## src/hdl/csrb_regs.svh

```systemverilog
`ifndef CSRB_REGS_SVH
`define CSRB_REGS_SVH

// Register addresses
`define CSRB_ADDR_CTRL      8'h00
`define CSRB_ADDR_CONFIG    8'h01
`define CSRB_ADDR_CAP_BASE  8'h06
`define CSRB_ADDR_INT_BASE  8'h0a
`define CSRB_ADDR_DATA_BASE 8'h40
`define CSRB_ADDR_TRIM_BASE 8'h48

// Field positions
`define CSRB_BIT_CONV       0
`define CSRB_BIT_TRIM_GO    1
`define CSRB_BIT_TRIM_EN    0
`define CSRB_BIT_SLEEP      1
`define CSRB_BIT_EXT_CLK    2

// Reset values
`define CSRB_RST_CAP        4'hf
`define CSRB_RST_SLOTS      12'h000
`define CSRB_RST_SAMPLE     10'h000
`define CSRB_RST_TRIM       8'h00
`define CSRB_RST_BIT        1'b0

// Serial link bit count per byte
`define CSRB_BITS_PER_BYTE  4'h8

`endif

```

## src/hdl/csrb_pkg.sv

```systemverilog
package csrb_pkg;

    typedef enum logic [3:0] {
        CSRB_LINK_IDLE      = 4'b0000,
        CSRB_LINK_ADDR      = 4'b0001,
        CSRB_LINK_ADDR_ACK  = 4'b0010,
        CSRB_LINK_REG       = 4'b0011,
        CSRB_LINK_REG_ACK   = 4'b0100,
        CSRB_LINK_WDATA     = 4'b0101,
        CSRB_LINK_WDATA_ACK = 4'b0110,
        CSRB_LINK_RDATA     = 4'b0111,
        CSRB_LINK_RDATA_ACK = 4'b1000
    } csrb_link_state_t;

    typedef enum logic [1:0] {
        CSRB_MEAS_IDLE = 2'b00,
        CSRB_MEAS_CONV = 2'b01,
        CSRB_MEAS_TRIM = 2'b10
    } csrb_meas_state_t;

endpackage

```

## src/hdl/csrb_top.sv

```systemverilog
// Notes on behaviour
// Writing one to start_conversion starts all channels; bit self-clears.
// Completed reading lands in result registers 64 to 71.
// Writing one to start_trim_measure starts offset read; bit self-clears.
// Completed offset reading lands in registers 72 to 75.
// external_timebase_select high selects the external clock source.
// Sleep holds only with external clock selected; otherwise cleared.
// trim_apply_enable high applies measured offsets to channel readings.
// Each channel has a four-bit capacitor count in low bits.
// Each channel has 12-bit slot count, low byte and high nibble.
// Results read as low byte plus high byte bits one and zero.
// Offset results: sign at bit seven, one negative, seven-bit magnitude.
// Unavailable bits read zero; writes to them are ignored.
// Host waits for trigger bit to read zero before reading results.
`timescale 1ns/1ps
`include "csrb_regs.svh"
module csrb_top #(
    // Arbitrary value; strap to the board's chosen bus address
    parameter logic [6:0] DEV_ADDR = 7'h2a
) (
    input  wire logic             ref_clk,
    input  wire logic             rst_b,
    input  wire logic             scl_pin,
    input  wire logic             sda_in,
    output logic                  sda_out,
    output logic                  sda_oe,
    output logic                  afe_start,
    output logic                  afe_trim_mode,
    input  wire logic             afe_done,
    input  wire logic [3:0][9:0]  afe_sample,
    input  wire logic [3:0][7:0]  afe_trim,
    output logic                  external_timebase_select,
    output logic                  sleep_request,
    output logic                  trim_apply_enable,
    output logic      [3:0][3:0]  gain_capacitors,
    output logic      [3:0][11:0] integration_slots
);
    csrb_pkg::csrb_link_state_t state_reg;
    csrb_pkg::csrb_link_state_t state_next;
    logic [1:0]       pins_s;
    logic             scl_s;
    logic             sda_s;
    logic             scl_d_reg;
    logic             sda_d_reg;
    logic             scl_rise;
    logic             scl_fall;
    logic             start_det;
    logic             stop_det;
    logic [3:0]       cnt_reg;
    logic [3:0]       cnt_next;
    logic [7:0]       shift_reg;
    logic [7:0]       shift_next;
    logic [7:0]       tx_reg;
    logic [7:0]       tx_next;
    logic             oe_next;
    logic [7:0]       ptr_reg;
    logic [7:0]       ptr_next;
    logic             nack_reg;
    logic             nack_next;
    logic             wr_en;
    logic [7:0]       rd_data;
    logic             byte_in;
    logic             conv_trig_reg;
    logic             trim_trig_reg;
    logic             conv_done;
    logic             trim_done;
    logic [3:0][9:0]  sample_reg;
    logic [3:0][7:0]  trim_reg;
    logic             wr_ctrl;
    logic             wr_cfg;
    logic             conv_trig_next;
    logic             trim_trig_next;
    logic             sleep_next;

    function automatic logic addr_hit(input logic       en,
                                      input logic [7:0] a,
                                      input logic [7:0] b);
        return en && (a == b);
    endfunction

    csrb_sync #(.W(2)) u_sync (
        .ref_clk  (ref_clk),
        .rst_b    (rst_b),
        .async_in ({scl_pin, sda_in}),
        .sync_out (pins_s)
    );

    csrb_measure u_measure (
        .ref_clk       (ref_clk),
        .rst_b         (rst_b),
        .conv_req      (conv_trig_reg),
        .trim_req      (trim_trig_reg),
        .afe_done      (afe_done),
        .afe_start     (afe_start),
        .afe_trim_mode (afe_trim_mode),
        .conv_done     (conv_done),
        .trim_done     (trim_done)
    );

    assign scl_s     = pins_s[1];
    assign sda_s     = pins_s[0];
    assign scl_rise  = scl_s && !scl_d_reg;
    assign scl_fall  = !scl_s && scl_d_reg;
    assign start_det = scl_s && scl_d_reg && sda_d_reg && !sda_s;
    assign stop_det  = scl_s && scl_d_reg && !sda_d_reg && sda_s;
    assign byte_in   = (cnt_reg == `CSRB_BITS_PER_BYTE);

    // Serial link: bits sampled on rising clock, driven after falling edge
    always_comb
    begin
        state_next = state_reg;
        cnt_next   = cnt_reg;
        shift_next = shift_reg;
        tx_next    = tx_reg;
        oe_next    = sda_oe;
        ptr_next   = ptr_reg;
        nack_next  = nack_reg;
        wr_en      = 1'b0;
        if (stop_det)
        begin
            state_next = csrb_pkg::CSRB_LINK_IDLE;
            oe_next    = 1'b0;
        end
        else if (start_det)
        begin
            state_next = csrb_pkg::CSRB_LINK_ADDR;
            cnt_next   = 4'h0;
            oe_next    = 1'b0;
        end
        else
        begin
            case (state_reg)
                csrb_pkg::CSRB_LINK_ADDR,
                csrb_pkg::CSRB_LINK_REG,
                csrb_pkg::CSRB_LINK_WDATA:
                begin
                    if (scl_rise && !byte_in)
                    begin
                        shift_next = {shift_reg[6:0], sda_s};
                        cnt_next   = 4'(cnt_reg + 4'h1);
                    end
                    else if (scl_fall && byte_in)
                    begin
                        cnt_next = 4'h0;
                        oe_next  = 1'b1;
                        if (state_reg == csrb_pkg::CSRB_LINK_ADDR)
                        begin
                            if (shift_reg[7:1] == DEV_ADDR)
                                state_next = csrb_pkg::CSRB_LINK_ADDR_ACK;
                            else
                            begin
                                oe_next    = 1'b0;
                                state_next = csrb_pkg::CSRB_LINK_IDLE;
                            end
                        end
                        else if (state_reg == csrb_pkg::CSRB_LINK_REG)
                        begin
                            ptr_next   = shift_reg;
                            state_next = csrb_pkg::CSRB_LINK_REG_ACK;
                        end
                        else
                        begin
                            wr_en      = 1'b1;
                            state_next = csrb_pkg::CSRB_LINK_WDATA_ACK;
                        end
                    end
                end
                csrb_pkg::CSRB_LINK_ADDR_ACK:
                begin
                    if (scl_fall && shift_reg[0])
                    begin
                        tx_next    = rd_data;
                        oe_next    = !rd_data[7];
                        state_next = csrb_pkg::CSRB_LINK_RDATA;
                    end
                    else if (scl_fall)
                    begin
                        oe_next    = 1'b0;
                        state_next = csrb_pkg::CSRB_LINK_REG;
                    end
                end
                csrb_pkg::CSRB_LINK_REG_ACK,
                csrb_pkg::CSRB_LINK_WDATA_ACK:
                begin
                    if (scl_fall)
                    begin
                        oe_next    = 1'b0;
                        state_next = csrb_pkg::CSRB_LINK_WDATA;
                        if (state_reg == csrb_pkg::CSRB_LINK_WDATA_ACK)
                            ptr_next = 8'(ptr_reg + 8'h01);
                    end
                end
                csrb_pkg::CSRB_LINK_RDATA:
                begin
                    if (scl_rise && !byte_in)
                        cnt_next = 4'(cnt_reg + 4'h1);
                    else if (scl_fall && byte_in)
                    begin
                        cnt_next   = 4'h0;
                        oe_next    = 1'b0;
                        ptr_next   = 8'(ptr_reg + 8'h01);
                        state_next = csrb_pkg::CSRB_LINK_RDATA_ACK;
                    end
                    else if (scl_fall)
                    begin
                        tx_next = {tx_reg[6:0], 1'b0};
                        oe_next = !tx_reg[6];
                    end
                end
                csrb_pkg::CSRB_LINK_RDATA_ACK:
                begin
                    if (scl_rise)
                        nack_next = sda_s;
                    else if (scl_fall && !nack_reg)
                    begin
                        tx_next    = rd_data;
                        oe_next    = !rd_data[7];
                        state_next = csrb_pkg::CSRB_LINK_RDATA;
                    end
                    else if (scl_fall)
                        state_next = csrb_pkg::CSRB_LINK_IDLE;
                end
                default:
                    state_next = state_reg;
            endcase
        end
    end

    always_ff @(posedge ref_clk)
    begin
        if (!rst_b)
        begin
            state_reg <= csrb_pkg::CSRB_LINK_IDLE;
            scl_d_reg <= 1'b1;
            sda_d_reg <= 1'b1;
            cnt_reg   <= 4'h0;
            shift_reg <= 8'h00;
            tx_reg    <= 8'h00;
            sda_oe    <= 1'b0;
            sda_out   <= 1'b0;
            ptr_reg   <= 8'h00;
            nack_reg  <= 1'b0;
        end
        else
        begin
            state_reg <= state_next;
            scl_d_reg <= scl_s;
            sda_d_reg <= sda_s;
            cnt_reg   <= cnt_next;
            shift_reg <= shift_next;
            tx_reg    <= tx_next;
            sda_oe    <= oe_next;
            sda_out   <= 1'b0;
            ptr_reg   <= ptr_next;
            nack_reg  <= nack_next;
        end
    end

    assign wr_ctrl = addr_hit(wr_en, ptr_reg, `CSRB_ADDR_CTRL);
    assign wr_cfg  = addr_hit(wr_en, ptr_reg, `CSRB_ADDR_CONFIG);

    // conversion trigger self-clears
    // A new write of one beats the clearing done pulse
    assign conv_trig_next = (wr_ctrl && shift_reg[`CSRB_BIT_CONV])
                            || (conv_trig_reg && !conv_done);
    // offset trigger self-clears
    assign trim_trig_next = (wr_ctrl && shift_reg[`CSRB_BIT_TRIM_GO])
                            || (trim_trig_reg && !trim_done);
    // sleep dropped without external clock
    assign sleep_next = wr_cfg
        ? (shift_reg[`CSRB_BIT_SLEEP] && shift_reg[`CSRB_BIT_EXT_CLK])
        : (sleep_request && external_timebase_select);

    always_ff @(posedge ref_clk)
    begin
        if (!rst_b)
        begin
            conv_trig_reg            <= `CSRB_RST_BIT;
            trim_trig_reg            <= `CSRB_RST_BIT;
            external_timebase_select <= `CSRB_RST_BIT;
            sleep_request            <= `CSRB_RST_BIT;
            trim_apply_enable        <= `CSRB_RST_BIT;
        end
        else
        begin
            conv_trig_reg <= conv_trig_next;
            trim_trig_reg <= trim_trig_next;
            sleep_request <= sleep_next;
            // clock select and trim enable
            if (wr_cfg)
            begin
                external_timebase_select <= shift_reg[`CSRB_BIT_EXT_CLK];
                trim_apply_enable        <= shift_reg[`CSRB_BIT_TRIM_EN];
            end
        end
    end

    genvar i;
    generate
        for (i = 0; i < 4; i++)
        begin : g_chan
            logic        wr_cap;
            logic        wr_lo;
            logic        wr_hi;
            logic [6:0]  mag;
            logic [10:0] sum;
            logic [10:0] dif;
            logic [9:0]  trimmed;

            assign wr_cap = addr_hit(wr_en, ptr_reg,
                                     8'(`CSRB_ADDR_CAP_BASE + 8'(i)));
            assign wr_lo  = addr_hit(wr_en, ptr_reg,
                                     8'(`CSRB_ADDR_INT_BASE + 8'(2 * i)));
            assign wr_hi  = addr_hit(wr_en, ptr_reg,
                                     8'(`CSRB_ADDR_INT_BASE + 8'(2 * i + 1)));
            assign mag = trim_reg[i][6:0];
            assign sum = {1'b0, afe_sample[i]} + {4'h0, mag};
            assign dif = {1'b0, afe_sample[i]} - {4'h0, mag};
            // sign-magnitude offset removed, saturating
            assign trimmed = trim_reg[i][7]
                ? (sum[10] ? 10'h3ff : sum[9:0])
                : (dif[10] ? 10'h000 : dif[9:0]);

            always_ff @(posedge ref_clk)
            begin
                if (!rst_b)
                begin
                    gain_capacitors[i]   <= `CSRB_RST_CAP;
                    integration_slots[i] <= `CSRB_RST_SLOTS;
                    sample_reg[i]        <= `CSRB_RST_SAMPLE;
                    trim_reg[i]          <= `CSRB_RST_TRIM;
                end
                else
                begin
                    // capacitor count, upper bits dropped
                    if (wr_cap)
                        gain_capacitors[i] <= shift_reg[3:0];
                    // slot count halves
                    if (wr_lo)
                        integration_slots[i][7:0] <= shift_reg;
                    if (wr_hi)
                        integration_slots[i][11:8] <= shift_reg[3:0];
                    // results captured at completion
                    if (conv_done)
                        sample_reg[i] <= trim_apply_enable
                                         ? trimmed : afe_sample[i];
                    // offsets captured at completion
                    if (trim_done)
                        trim_reg[i] <= afe_trim[i];
                end
            end
        end
    endgenerate

    // unmapped and unavailable bits read as zero
    always_comb
    begin
        rd_data = 8'h00;
        if (ptr_reg == `CSRB_ADDR_CTRL)
            rd_data = {6'h00, trim_trig_reg, conv_trig_reg};
        else if (ptr_reg == `CSRB_ADDR_CONFIG)
            rd_data = {5'h00, external_timebase_select, sleep_request,
                       trim_apply_enable};
        for (int k = 0; k < 4; k++)
        begin
            if (ptr_reg == 8'(`CSRB_ADDR_CAP_BASE + 8'(k)))
                rd_data = {4'h0, gain_capacitors[k]};
            if (ptr_reg == 8'(`CSRB_ADDR_INT_BASE + 8'(2 * k)))
                rd_data = integration_slots[k][7:0];
            if (ptr_reg == 8'(`CSRB_ADDR_INT_BASE + 8'(2 * k + 1)))
                rd_data = {4'h0, integration_slots[k][11:8]};
            // ten-bit result split over two bytes
            if (ptr_reg == 8'(`CSRB_ADDR_DATA_BASE + 8'(2 * k)))
                rd_data = sample_reg[k][7:0];
            if (ptr_reg == 8'(`CSRB_ADDR_DATA_BASE + 8'(2 * k + 1)))
                rd_data = {6'h00, sample_reg[k][9:8]};
            if (ptr_reg == 8'(`CSRB_ADDR_TRIM_BASE + 8'(k)))
                rd_data = trim_reg[k];
        end
    end
endmodule // csrb_top

```

## src/hdl/csrb_sync.sv

```systemverilog
`timescale 1ns/1ps
module csrb_sync #(
    parameter int W = 2
) (
    input  wire logic         ref_clk,
    input  wire logic         rst_b,
    input  wire logic [W-1:0] async_in,
    output logic      [W-1:0] sync_out
);
    logic [W-1:0] meta_reg;

    // Idle-high reset matches a released open-drain line
    always_ff @(posedge ref_clk)
    begin
        if (!rst_b)
        begin
            meta_reg <= '1;
            sync_out <= '1;
        end
        else
        begin
            meta_reg <= async_in;
            sync_out <= meta_reg;
        end
    end
endmodule // csrb_sync

```

## src/hdl/csrb_measure.sv

```systemverilog
`timescale 1ns/1ps
module csrb_measure (
    input  wire logic ref_clk,
    input  wire logic rst_b,
    input  wire logic conv_req,
    input  wire logic trim_req,
    input  wire logic afe_done,
    output logic      afe_start,
    output logic      afe_trim_mode,
    output logic      conv_done,
    output logic      trim_done
);
    csrb_pkg::csrb_meas_state_t state_reg;
    csrb_pkg::csrb_meas_state_t state_next;
    logic                       launch_ok;
    logic                       go_conv;
    logic                       go_trim;

    // Requests stay high until the done pulse clears them one cycle later
    assign launch_ok = (state_reg == csrb_pkg::CSRB_MEAS_IDLE)
                       && !conv_done && !trim_done;
    assign go_conv = launch_ok && conv_req;
    assign go_trim = launch_ok && !conv_req && trim_req;

    always_comb
    begin
        state_next = state_reg;
        case (state_reg)
            csrb_pkg::CSRB_MEAS_IDLE:
            begin
                if (go_conv)
                    state_next = csrb_pkg::CSRB_MEAS_CONV;
                else if (go_trim)
                    state_next = csrb_pkg::CSRB_MEAS_TRIM;
            end
            csrb_pkg::CSRB_MEAS_CONV,
            csrb_pkg::CSRB_MEAS_TRIM:
            begin
                if (afe_done)
                    state_next = csrb_pkg::CSRB_MEAS_IDLE;
            end
            default:
                state_next = csrb_pkg::CSRB_MEAS_IDLE;
        endcase
    end

    always_ff @(posedge ref_clk)
    begin
        if (!rst_b)
        begin
            state_reg     <= csrb_pkg::CSRB_MEAS_IDLE;
            afe_start     <= 1'b0;
            afe_trim_mode <= 1'b0;
            conv_done     <= 1'b0;
            trim_done     <= 1'b0;
        end
        else
        begin
            state_reg     <= state_next;
            afe_start     <= go_conv || go_trim;
            afe_trim_mode <= go_trim ? 1'b1 : (go_conv ? 1'b0 : afe_trim_mode);
            conv_done     <= afe_done
                             && (state_reg == csrb_pkg::CSRB_MEAS_CONV);
            trim_done     <= afe_done
                             && (state_reg == csrb_pkg::CSRB_MEAS_TRIM);
        end
    end
endmodule // csrb_measure

```

## config.mk

```make
export PLATFORM = sky130hd
export DESIGN_NAME = csrb_top
export DESIGN_NICKNAME = d
export VERILOG_FILES = /design/src/hdl/csrb_pkg.sv /design/src/hdl/csrb_top.sv /design/src/hdl/csrb_sync.sv /design/src/hdl/csrb_measure.sv
export VERILOG_INCLUDE_DIRS = /design/src /design/src/hdl
export SDC_FILE = /design/constraint.sdc
export NUM_CORES = 1
export LEC_CHECK = 0
export ABC_AREA = 1
export BUFFER_PORTS_ARGS = -buffer_cell sky130_fd_sc_hd__clkbuf_2
export CAP_MARGIN = 0
export CORE_MARGIN = 3
export CORE_UTILIZATION = 40
export CTS_CLUSTER_DIAMETER = 50
export DETAILED_ROUTE_END_ITERATION = 10
export SYNTH_ARGS = -nofsm -noshare
export SYNTH_HDL_FRONTEND = slang
export SYNTH_SLANG_ARGS = --single-unit
```

## constraint.sdc

```tcl
create_clock -name ref_clk -period 3 [get_ports ref_clk]
set_clock_uncertainty 0.1 [all_clocks]
set_input_delay 0.6 -clock ref_clk [delete_from_list [all_inputs] [get_ports ref_clk]]
set_output_delay 0.6 -clock ref_clk [all_outputs]
set_load 0.1 [all_outputs]
```

==> results of run 1 <==
[repair_timing]
| action | CTS | global route |
|---|---|---|
| setup endpoints to repair | 14 | 44 |
| resized for setup | 10 | 118 |
| gates cloned | 0 | 0 |
| pin swaps | 1 | 46 |
| setup buffers | 1 | 19 |
[metrics by stage]
stage / util (%) / hold WS [ns] / std cells
final: 52.09 / 0.2412 / 2417
after global routing: 52.09 / 0.2320 / 2417
after CTS: 50.27 / 0.2202 / 2398
after detailed placement: 47.98 / 0.3037 / 2365
after global placement: 47.98 / 0.2955 / 2365
after floorplan: - / 0.2925 / 1751
[worst paths after layout]
check	endpoint	slack [ns]
setup reg to reg	tx_reg[4]	0.08
setup / recovery	tx_reg[4]	0.08
hold reg to reg	u_sync.sync_out[0]	0.32
hold / removal	u_sync.meta_reg[1]	0.24
[layer usage]
| metal | global-route usage (%) | vias up | share of wire [%] |
|---|---|---|---|
| met5 | 0 | - | 0 |
| met4 | 5.455 | 0 | 1.7 |
| met3 | 3.512 | 40 | 5.3 |
| met2 | 42.54 | 329 | 48 |
| met1 | 33.02 | 5897 | 45 |
| li1 | - | 6402 | - |
[layout by cell type (no fill, tap or decap), types with 25 or more instances in the layout]
master,count
a211oi_1,53
a21oi_1,170
buf_4,157
clkbuf_2,146
dfxtp_1,176
ha_1,59
inv_1,207
nand2_1,322
nand3_1,43
nor2_1,182
o211ai_1,74
o21ai_0,115
xor2_1,25
[final cells by class]
cell class,instances,area [sq um]
fill,2920,13900
multi-input combinational,1268,7363
sequential,186,3744
timing repair buffer,311,1999
inverter,236,895.9
tap,384,480.5
clock buffer,20,466.7
clock inverter,12,163.9
[worst register-to-register path, cell delays in order (launching register included)]
cell and delay (ns):
dfxtp_2 0.35, buf_6 0.11, ha_4 0.14, nand3_4 0.10, nor2_4 0.24, buf_6 0.14
nand3_2 0.07, nand2_1 0.06, nand2_1 0.04, o211ai_1 0.13, a22oi_1 0.13, nor2_2 0.16
a21oi_2 0.06, o21ai_2 0.16, nand2_1 0.07, nand2_1 0.06, nand2_1 0.06, o21ai_2 0.08
nand2_1 0.06, nand2_1 0.06, nand2_1 0.06, nand2_2 0.09, nand2_2 0.07, nand2_1 0.08
nand2_1 0.06, a21oi_2 0.13
[power breakdown]
| group | switching (mW) | internal (mW) |
|---|---|---|
| Combinational | 1.06 | 0.642 |
| Sequential | 0.0580 | 2.53 |
| Clock | 1.06 | 1.39 |
[kinds of logic after synthesis]
logic type	Yosys count	share of synthesized area [%]
AO/OA/AOI/OAI	510	25.60
XOR/XNOR	31	2.283
adder cells (fa/ha/maj)	73	8.184
buffers and inverters	297	9.773
flip-flops	186	31.31
other	1	0.03153
AND/OR/NAND/NOR	653	22.82
==> flow_summary_export.csv, run 1 <==
group,metric,value,unit
global_routing,groute.usage.overall,24.79,%
drt,first_pass_iters,5,
hold_path,holdCritPathClass,"in2reg",
sta,tns,0,ns
logic_synthesis,netlist_area,11890,sq um
logic_synthesis,synth_nets,1901,
sta,period_needed,2.917,ns
logic_synthesis,yosysWarnings,0,
placed_design,hpwl,30410,um
global_routing,grt_max_degree,69,
cts,cts_hold_buf,0,
logic_synthesis,synth_area_leaders,"dfxtp_1 (31%), nand2_1 (11%), a21oi_1 (7.6%)",
drt,via_per_inst,5.241,
logic_synthesis,synth_seq_area_share,31.31,%
sta,final_max_slew_viol_count,0,
worst_setup_path,crit_path_top_delay_cell,"dfxtp_2",
logic_synthesis,synth.most_common_cell,"nand2_1",
logic_synthesis,synth-edff-count,0,
worst_setup_path,cp-end-kind,"flop",
placed_design,placed_area,13920,sq um
cts,clk_latency,0.44,ns
worst_setup_path,crit_type,"reg2reg",
drt,drt_iter0_drc,920,
hold_path,hold_path.startpoint,"scl_pin",
cells_and_area,final_nets,2170,
logic_synthesis,synth_cells,1751,
floorplan,die_h,178.4,um
sta,fin_ws,0.08325,ns
drt,antenna_left,0,
power_and_ir_drop,leakagePower,6.648,nW
worst_setup_path,cp_num_buf_inv,2,
sta,fmax,0.3428,GHz
worst_setup_path,arrival,3.20,ns
cells_and_area,synthToLayoutAreaGrowth,27.07,%
sta,fin_crit_sh,97.22,%
worst_setup_path,cp_top_family,"simple AND/OR/NAND/NOR gates",
placed_design,place.port_buffers,146,
logic_synthesis,ys.flop_type,"dfxtp_1",
cts,clk_pin_slew_worst_paths,0.08,ns
power_and_ir_drop,vdd_drop_max,0.3626,mV
floorplan,rows,62,
floorplan,die-area,31840,sq um
drt,wirelength,40390,um
sta,hold_violations,0,
global_routing,grt_antenna_before_repair,0,
cts,clock_sinks,186,
drt,route.vias.total,12668,
sta,grt_setup_unrepaired,"true",
logic_synthesis,async_flop_share,0,%
flow_run,cap_violations,0,
logic_synthesis,ys_seq_elements,186,
logic_synthesis,synth_top_area_share,31.31,%
worst_setup_path,critPathMaxStageDelay,0.35,ns
placed_design,dpl_worst_slack,-0.3319,ns
worst_setup_path,crit_start,"ptr_reg[1]",
cts,numCtsBuffers,17,
worst_setup_path,cp.depth,25,
worst_setup_path,critPathLaunchType,"flop",
floorplan,start_util,41.00,%
worst_setup_path,cp_common_cell,"nand2_1",
sta,relSlewSlack,43.09,%
power_and_ir_drop,power_density,445.9,nW/um^2
logic_synthesis,synth_common_cells,"nand2_1 (343), inv_1 (218), nor2_1 (192), dfxtp_1 (186), a21oi_1 (181)",
floorplan,io_pins,148,
global_routing,grt_pass1_vias,11890,
cells_and_area,largest_reg_flops,48,
worst_setup_path,rr_startpoint,"ptr_reg[1]",
cts,htreeDepth,4,
sta,setup_viol,0,
cts,clk_path_buf_depth,2,
global_routing,grt_overflow,0,
worst_setup_path,worstPathMaxFanout,7,
logic_synthesis,yosys.area.top_type,"dfxtp_1",
drt,drc_errors,0,
global_routing,grt_pass1_wl,62060,um
floorplan,die_w,178.4,um
floorplan,coreArea,29010,sq um
cells_and_area,diodes,0,
worst_setup_path,crit_required,3.28,ns
cts,cts.root.buffer_cell,"clkbuf_16",
drt,wl_per_cell,16.71,um
placed_design,gp_congestion,0.9119,
cells_and_area,final_area,15110,sq um
run_status,status,"completed",
worst_setup_path,r2r_cells,25,
cells_and_area,drive_gt1_share,23.91,%
sta,tightestPinTransition,0.8524,ns
logic_synthesis,synth_cell_type_count,53,
logic_synthesis,syn_area_per_cell,6.793,sq um
hold_path,whs_path_depth,2,
cts,cts_tree,"yes",
power_and_ir_drop,finalPower,6.739,mW
No activity file was read; power rests on OpenSTA's default activity.
==> run 2, diff against run 1 <==
==> constraint.sdc (replaced) <==
create_clock -name ref_clk -period 3 [get_ports ref_clk]
set_clock_uncertainty 0.1 [all_clocks]
set_input_delay 0.15 -clock ref_clk [delete_from_list [all_inputs] [get_ports ref_clk]]
set_output_delay 0.15 -clock ref_clk [all_outputs]
set_load 0.1 [all_outputs]
==> flow_summary_export.csv, run 2 (same netlist as run 1, synthesis figures left out) <==
group,metric,value,unit
worst_setup_path,critPathLaunchType,"flop",
sta,hold_violations,0,
placed_design,placed_cells,2263,
floorplan,coreArea,29010,sq um
sta,period_needed,2.914,ns
cts,cts_tree,"yes",
cells_and_area,instances_no_fill,2385,
worst_setup_path,crit_path_top_delay_cell,"dfxtp_4",
drt,first_pass_iters,8,
cts,clk_latency,0.45,ns
cells_and_area,mostFrequentLayoutCells,"nand2_1 (321), inv_1 (200), nor2_1 (182)",
worst_setup_path,cp_top_family,"simple AND/OR/NAND/NOR gates",
worst_setup_path,worstPathMaxFanout,6,
sta,tightestPinTransition,0.7918,ns
worst_setup_path,r2r_setup_slack,0.09,ns
flow_run,cap_violations,0,
cts,clk_pin_slew_worst_paths,0.07,ns
cells_and_area,drive_gt1_share,19.89,%
sta,relSlewSlack,47.02,%
cts,htreeDepth,4,
sta,fmax,0.3432,GHz
floorplan,rows,62,
run_status,status,"completed",
drt,via_per_inst,5.297,
power_and_ir_drop,p_int,4.361,mW
placed_design,hpwl,29220,um
cts,numCtsBuffers,17,
cts,clk_path_buf_depth,2,
global_routing,groute.usage.overall,24.61,%
hold_path,whs_path_depth,3,
global_routing,grt_pass1_vias,11816,
sta,final_max_slew_viol_count,0,
hold_path,holdCritPathClass,"in2reg",
power_and_ir_drop,p_comb_share,24.7,%
sta,fin_crit_sh,97.12,%
worst_setup_path,crit_required,3.22,ns
floorplan,die_w,178.4,um
global_routing,grt_antenna_before_repair,0,
drt,drt_iter0_drc,1010,
worst_setup_path,r2r_cells,21,
drt,route.vias.total,12634,
sta,fin_ws,0.08640,ns
worst_setup_path,cp-end-kind,"flop",
placed_design,dpl_worst_slack,-0.1715,ns
power_and_ir_drop,p_switching,2.158,mW
hold_path,hold_path.startpoint,"afe_sample[37]",
placed_design,place.port_buffers,146,
cts,cts.root.buffer_cell,"clkbuf_16",
global_routing,grt_max_degree,69,
sta,hold_slack,0.01865,ns
drt,drc_errors,0,
worst_setup_path,critPathMaxStageDelay,0.36,ns
floorplan,io_pins,148,
cells_and_area,largest_reg_flops,48,
drt,wl_per_cell,16.93,um
power_and_ir_drop,clkPwrFrac,35.5,%
hold_path,min_to,"sample_reg[37]",
cells_and_area,final_common_cell,"nand2_1",
cells_and_area,synthToLayoutAreaGrowth,26.77,%
worst_setup_path,arrival,3.13,ns
power_and_ir_drop,leakagePower,6.487,nW
global_routing,grt_pass1_wl,61870,um
power_and_ir_drop,vdd_drop_max,0.3922,mV
worst_setup_path,crit_type,"reg2reg",
cells_and_area,final_nets,2139,
floorplan,die-area,31840,sq um
floorplan,die_h,178.4,um
worst_setup_path,reg2reg_to,"tx_reg[3]",
worst_setup_path,worstPathCellList,"nor2_4 -> buf_6 -> nand3_4 -> nor2_4 -> inv_2 -> nor2_1 -> nor2_1 -> o21ai_1 -> nor2_1 -> o22ai_1 -> nand3_1 -> a21oi_2 -> o21ai_1 -> o21ai_0 -> a21oi_1 -> o21ai_1 -> nand2_1 -> nand2_1 -> nand2_1 -> nand2_1 -> a21oi_1",
worst_setup_path,cp_common_cell,"nand2_1",
sta,setup_viol,0,
worst_setup_path,rr_startpoint,"ptr_reg[5]",
drt,antenna_left,0,
drt,wirelength,40370,um
worst_setup_path,cp_num_buf_inv,2,
power_and_ir_drop,switching_share,33.10,%
power_and_ir_drop,power_density,432.4,nW/um^2
global_routing,grt_overflow,0,
sta,grt_setup_unrepaired,"true",
cells_and_area,diodes,0,
cts,clock_sinks,186,
placed_design,gp_congestion,0.9478,
power_and_ir_drop,finalPower,6.519,mW
power_and_ir_drop,seqPwrFrac,39.8,%
floorplan,start_util,41.00,%
==> run 2: cell count changes in the layout (fill, tap and decap cells not counted), moves of 4 or more <==
| cell | delta |
|---|---|
| clkinvlp_4 | -4 |
| dlygate4sd3_1 | +65 |
| buf_4 | -97 |
| inv_2 | +9 |
| inv_1 | -7 |
| ha_2 | +4 |
==> run 2: stage by stage <==
stage	utilization (%)	setup TNS [ns]	cell area [sq um]
6_report	51.97	0	15080
5_1_grt	51.97	-1.191	15080
4_1_cts	49.93	0	14490
3_5_place_dp	45.38	-1.096	13170
3_3_place_gp	45.38	-0.7058	13170
2_1_floorplan	-	0	11890
==> run 2: metal layers <==
layer | GRT usage [%] | vias to the layer above | share of wire [%]
met5 | 0 | - | 0
met4 | 6.883 | 0 | 1.9
met3 | 3.214 | 45 | 5.3
met2 | 41.88 | 360 | 48
met1 | 32.67 | 5876 | 45
li1 | - | 6353 | -
==> run 2: cell type report <==
| cell class | count | area [sq um] |
|---|---|---|
| fill | 2922 | 13930 |
| timing repair buffer | 279 | 1963 |
| tap | 384 | 480.5 |
| multi-input combinational | 1269 | 7408 |
| inverter | 236 | 892.1 |
| clock buffer | 19 | 442.9 |
| clock inverter | 12 | 142.6 |
| sequential | 186 | 3749 |
==> run 2: worst max path at each step <==
| stage | startpoint | endpoint | slack [ns] | depth (start not counted) |
|---|---|---|---|---|
| 6_report | ptr_reg[5] | tx_reg[3] | 0.09 | 21 |
| 5_1_grt | ptr_reg[0] | tx_reg[6] | -0.11 | 25 |
| 4_1_cts | g_chan[1].mag[0] | sample_reg[11] | 0.001 | 16 |
| 3_5_place_dp | g_chan[1].mag[0] | sample_reg[15] | -0.17 | 18 |
| 3_3_place_gp | ptr_reg[0] | tx_reg[3] | -0.14 | 21 |
| 2_1_floorplan | g_chan[2].mag[0] | sample_reg[25] | 0.30 | 16 |
==> run 2: what timing repair did <==
action,4_1_cts,5_1_grt
setup buffers,1,24
resized for setup,13,139
hold endpoints to repair,69,0
endpoints found under the setup margin,15,46
pin swaps,4,61
hold buffers,67,0
cloned,0,1
==> run 2: power by group through the flow <==
stage	combinational (mW)	clock, mW	sequential, mW
6_report	1.61	2.31	2.59
3_5_place_dp	1.38	0	2.64
3_3_place_gp	1.38	0	2.64
4_1_cts	1.49	2.37	2.59
5_1_grt	1.80	2.46	2.60
2_1_floorplan	0.971	0	2.66
==> run 2: worst register-to-register path: cells and delay by family, from the launching register on <==
family / cells / cell delay, ns
DFF: 1 / 0.36
AOI/OAI and AO/OA: 8 / 1.01
buffers and inverters: 2 / 0.21
and+or+nand+nor: 11 / 1.12
==> run 3, diff against run 2 <==
Settings changed: ABC_CLOCK_PERIOD_IN_PS from default to 3000, BUFFER_PORTS_ARGS -buffer_cell sky130_fd_sc_hd__clkbuf_2 to -buffer_cell sky130_fd_sc_hd__buf_2, SETUP_SLACK_MARGIN from default to 0.3.
==> flow_summary_export.csv, run 3 (same netlist as run 1, synthesis figures left out) <==
group,metric,value,unit
run_status,status,"completed",
flow_run,cap_violations,0,
cts,cts_tree,"yes",
cells_and_area,final_nets,2185,
power_and_ir_drop,leakagePower,6.733,nW
sta,final_max_slew_viol_count,0,
sta,tns,0,ns
global_routing,grt_pass1_wl,63620,um
sta,fin_crit_sh,97.18,%
worst_setup_path,r2r_setup_slack,0.08,ns
floorplan,rows,62,
drt,antenna_left,0,
cts,clock_sinks,186,
cells_and_area,synthToLayoutAreaGrowth,33.23,%
cells_and_area,final_common_cell,"nand2_1",
floorplan,die-area,31840,sq um
worst_setup_path,r2r_cells,25,
cells_and_area,mostFrequentLayoutCells,"nand2_1 (320), inv_1 (186), nor2_1 (181)",
cts,clk_latency,0.44,ns
worst_setup_path,cp-end-kind,"flop",
floorplan,die_w,178.4,um
sta,period_needed,2.915,ns
cells_and_area,diodes,0,
worst_setup_path,critPathLaunchType,"flop",
cells_and_area,drive_gt1_share,25.37,%
drt,first_pass_iters,6,
worst_setup_path,worstPathMaxFanout,5,
drt,route.vias.total,13160,
sta,relSlewSlack,44.49,%
worst_setup_path,crit_required,3.26,ns
global_routing,groute.usage.overall,25.20,%
placed_design,hpwl,29410,um
worst_setup_path,reg2reg_to,"tx_reg[4]",
worst_setup_path,rr_startpoint,"ptr_reg[0]",
global_routing,grt_overflow,0,
sta,tightestPinTransition,0.8326,ns
sta,grt_setup_unrepaired,"true",
worst_setup_path,arrival,3.18,ns
worst_setup_path,crit_start,"ptr_reg[0]",
worst_setup_path,crit_path_end,"tx_reg[4]",
cts,htreeDepth,4,
sta,fmax,0.3430,GHz
drt,wl_per_cell,17.22,um
worst_setup_path,crit_type,"reg2reg",
sta,hold_violations,0,
worst_setup_path,crit_path_top_delay_cell,"dfxtp_4",
drt,wirelength,41840,um
floorplan,die_h,178.4,um
cts,cts.root.buffer_cell,"clkbuf_16",
worst_setup_path,cp_common_cell,"nand2_1",
drt,via_per_inst,5.416,
sta,setup_viol,0,
floorplan,coreArea,29010,sq um
power_and_ir_drop,finalPower,6.558,mW
hold_path,holdCritPathClass,"in2reg",
global_routing,grt_pass1_vias,12251,
worst_setup_path,critPathMaxStageDelay,0.38,ns
global_routing,grt_antenna_before_repair,0,
placed_design,place.port_buffers,146,
power_and_ir_drop,vdd_drop_max,0.3726,mV
cts,clk_pin_slew_worst_paths,0.07,ns
cells_and_area,largest_reg_flops,48,
drt,drc_errors,0,
cts,clk_path_buf_depth,2,
floorplan,start_util,41.00,%
placed_design,gp_congestion,0.9275,
global_routing,grt_max_degree,82,
drt,drt_iter0_drc,1157,
power_and_ir_drop,power_density,413.8,nW/um^2
cts,numCtsBuffers,17,
floorplan,io_pins,148,
## run 3: cell count changes in the layout (fill, tap and decap cells not counted), moves of 14 or more
cell	previous run	this run
buf_2	0	145
clkbuf_2	144	0
buf_4	60	96
o21ai_0	112	97
inv_1	200	186
## run 3: worst max-delay path: cells and delay by family, from the launching register on
family | cells | cell delay (ns)
and+or+nand+nor | 16 | 1.28
buffers and inverters | 2 | 0.22
AOI/OAI and AO/OA | 6 | 0.71
adders and majority gates | 1 | 0.16
DFF | 1 | 0.38
## run 3: what timing repair did
action / in CTS / in global routing
hold buffers: 67 / 0
resized for setup: 92 / 193
pin swaps: 28 / 93
hold endpoints to repair: 69 / 0
setup endpoints to repair: 46 / 48
gates cloned: 1 / 1
setup buffers: 21 / 36
## run 3: layout make-up
type                    instances  area (sq um)
clock buffers                  18         429.2
clock inverters                12         117.6
fillers                      2842         13170
inverters                     236         924.6
multi-input cells            1269          7824
flip-flops and latches        186          3757
well taps                     384         480.5
repair buffers                324          2306
repair inverters                1         7.507
## run 3: layer usage
| layer | wire, um | GRT usage, % | vias to the layer above |
|---|---|---|---|
| met5 | 0 | 0 | - |
| met4 | 1356 | 9.481 | 0 |
| met3 | 2489 | 3.831 | 99 |
| met2 | 19710 | 41.25 | 431 |
| met1 | 18290 | 33.49 | 6183 |
| li1 | - | - | 6447 |
## run 3: how the worst min path moves through the flow
stage,end,depth (start not counted),startpoint
after global placement,u_sync.meta_reg[1],2,scl_pin
after CTS,sample_reg[7],3,afe_sample[7]
after global routing,sample_reg[23],3,afe_sample[23]
final,sample_reg[23],3,afe_sample[23]
after detailed placement,u_sync.meta_reg[1],2,scl_pin
after floorplan,u_sync.meta_reg[0],1,sda_in
## run 3: where the power goes
part           internal, mW  switching (mW)
sequential             2.53          0.0675
combinational         0.646            1.10
clock                  1.15            1.06
## run 3: stage by stage
step | setup slack, ns | cell area (sq um) | instances | hold slack (ns) | util [%]
2_1_floorplan | 0.3523 | 11900 | 1751 | 0.1566 | -
3_3_place_gp | -0.05932 | 13250 | 2274 | 0.2390 | 45.68
3_5_place_dp | -0.06771 | 13250 | 2274 | 0.2417 | 45.68
4_1_cts | 0.2210 | 14900 | 2393 | 0.002447 | 51.35
5_1_grt | -0.1304 | 15850 | 2430 | 0.02749 | 54.62
6_report | 0.08457 | 15850 | 2430 | 0.01135 | 54.62
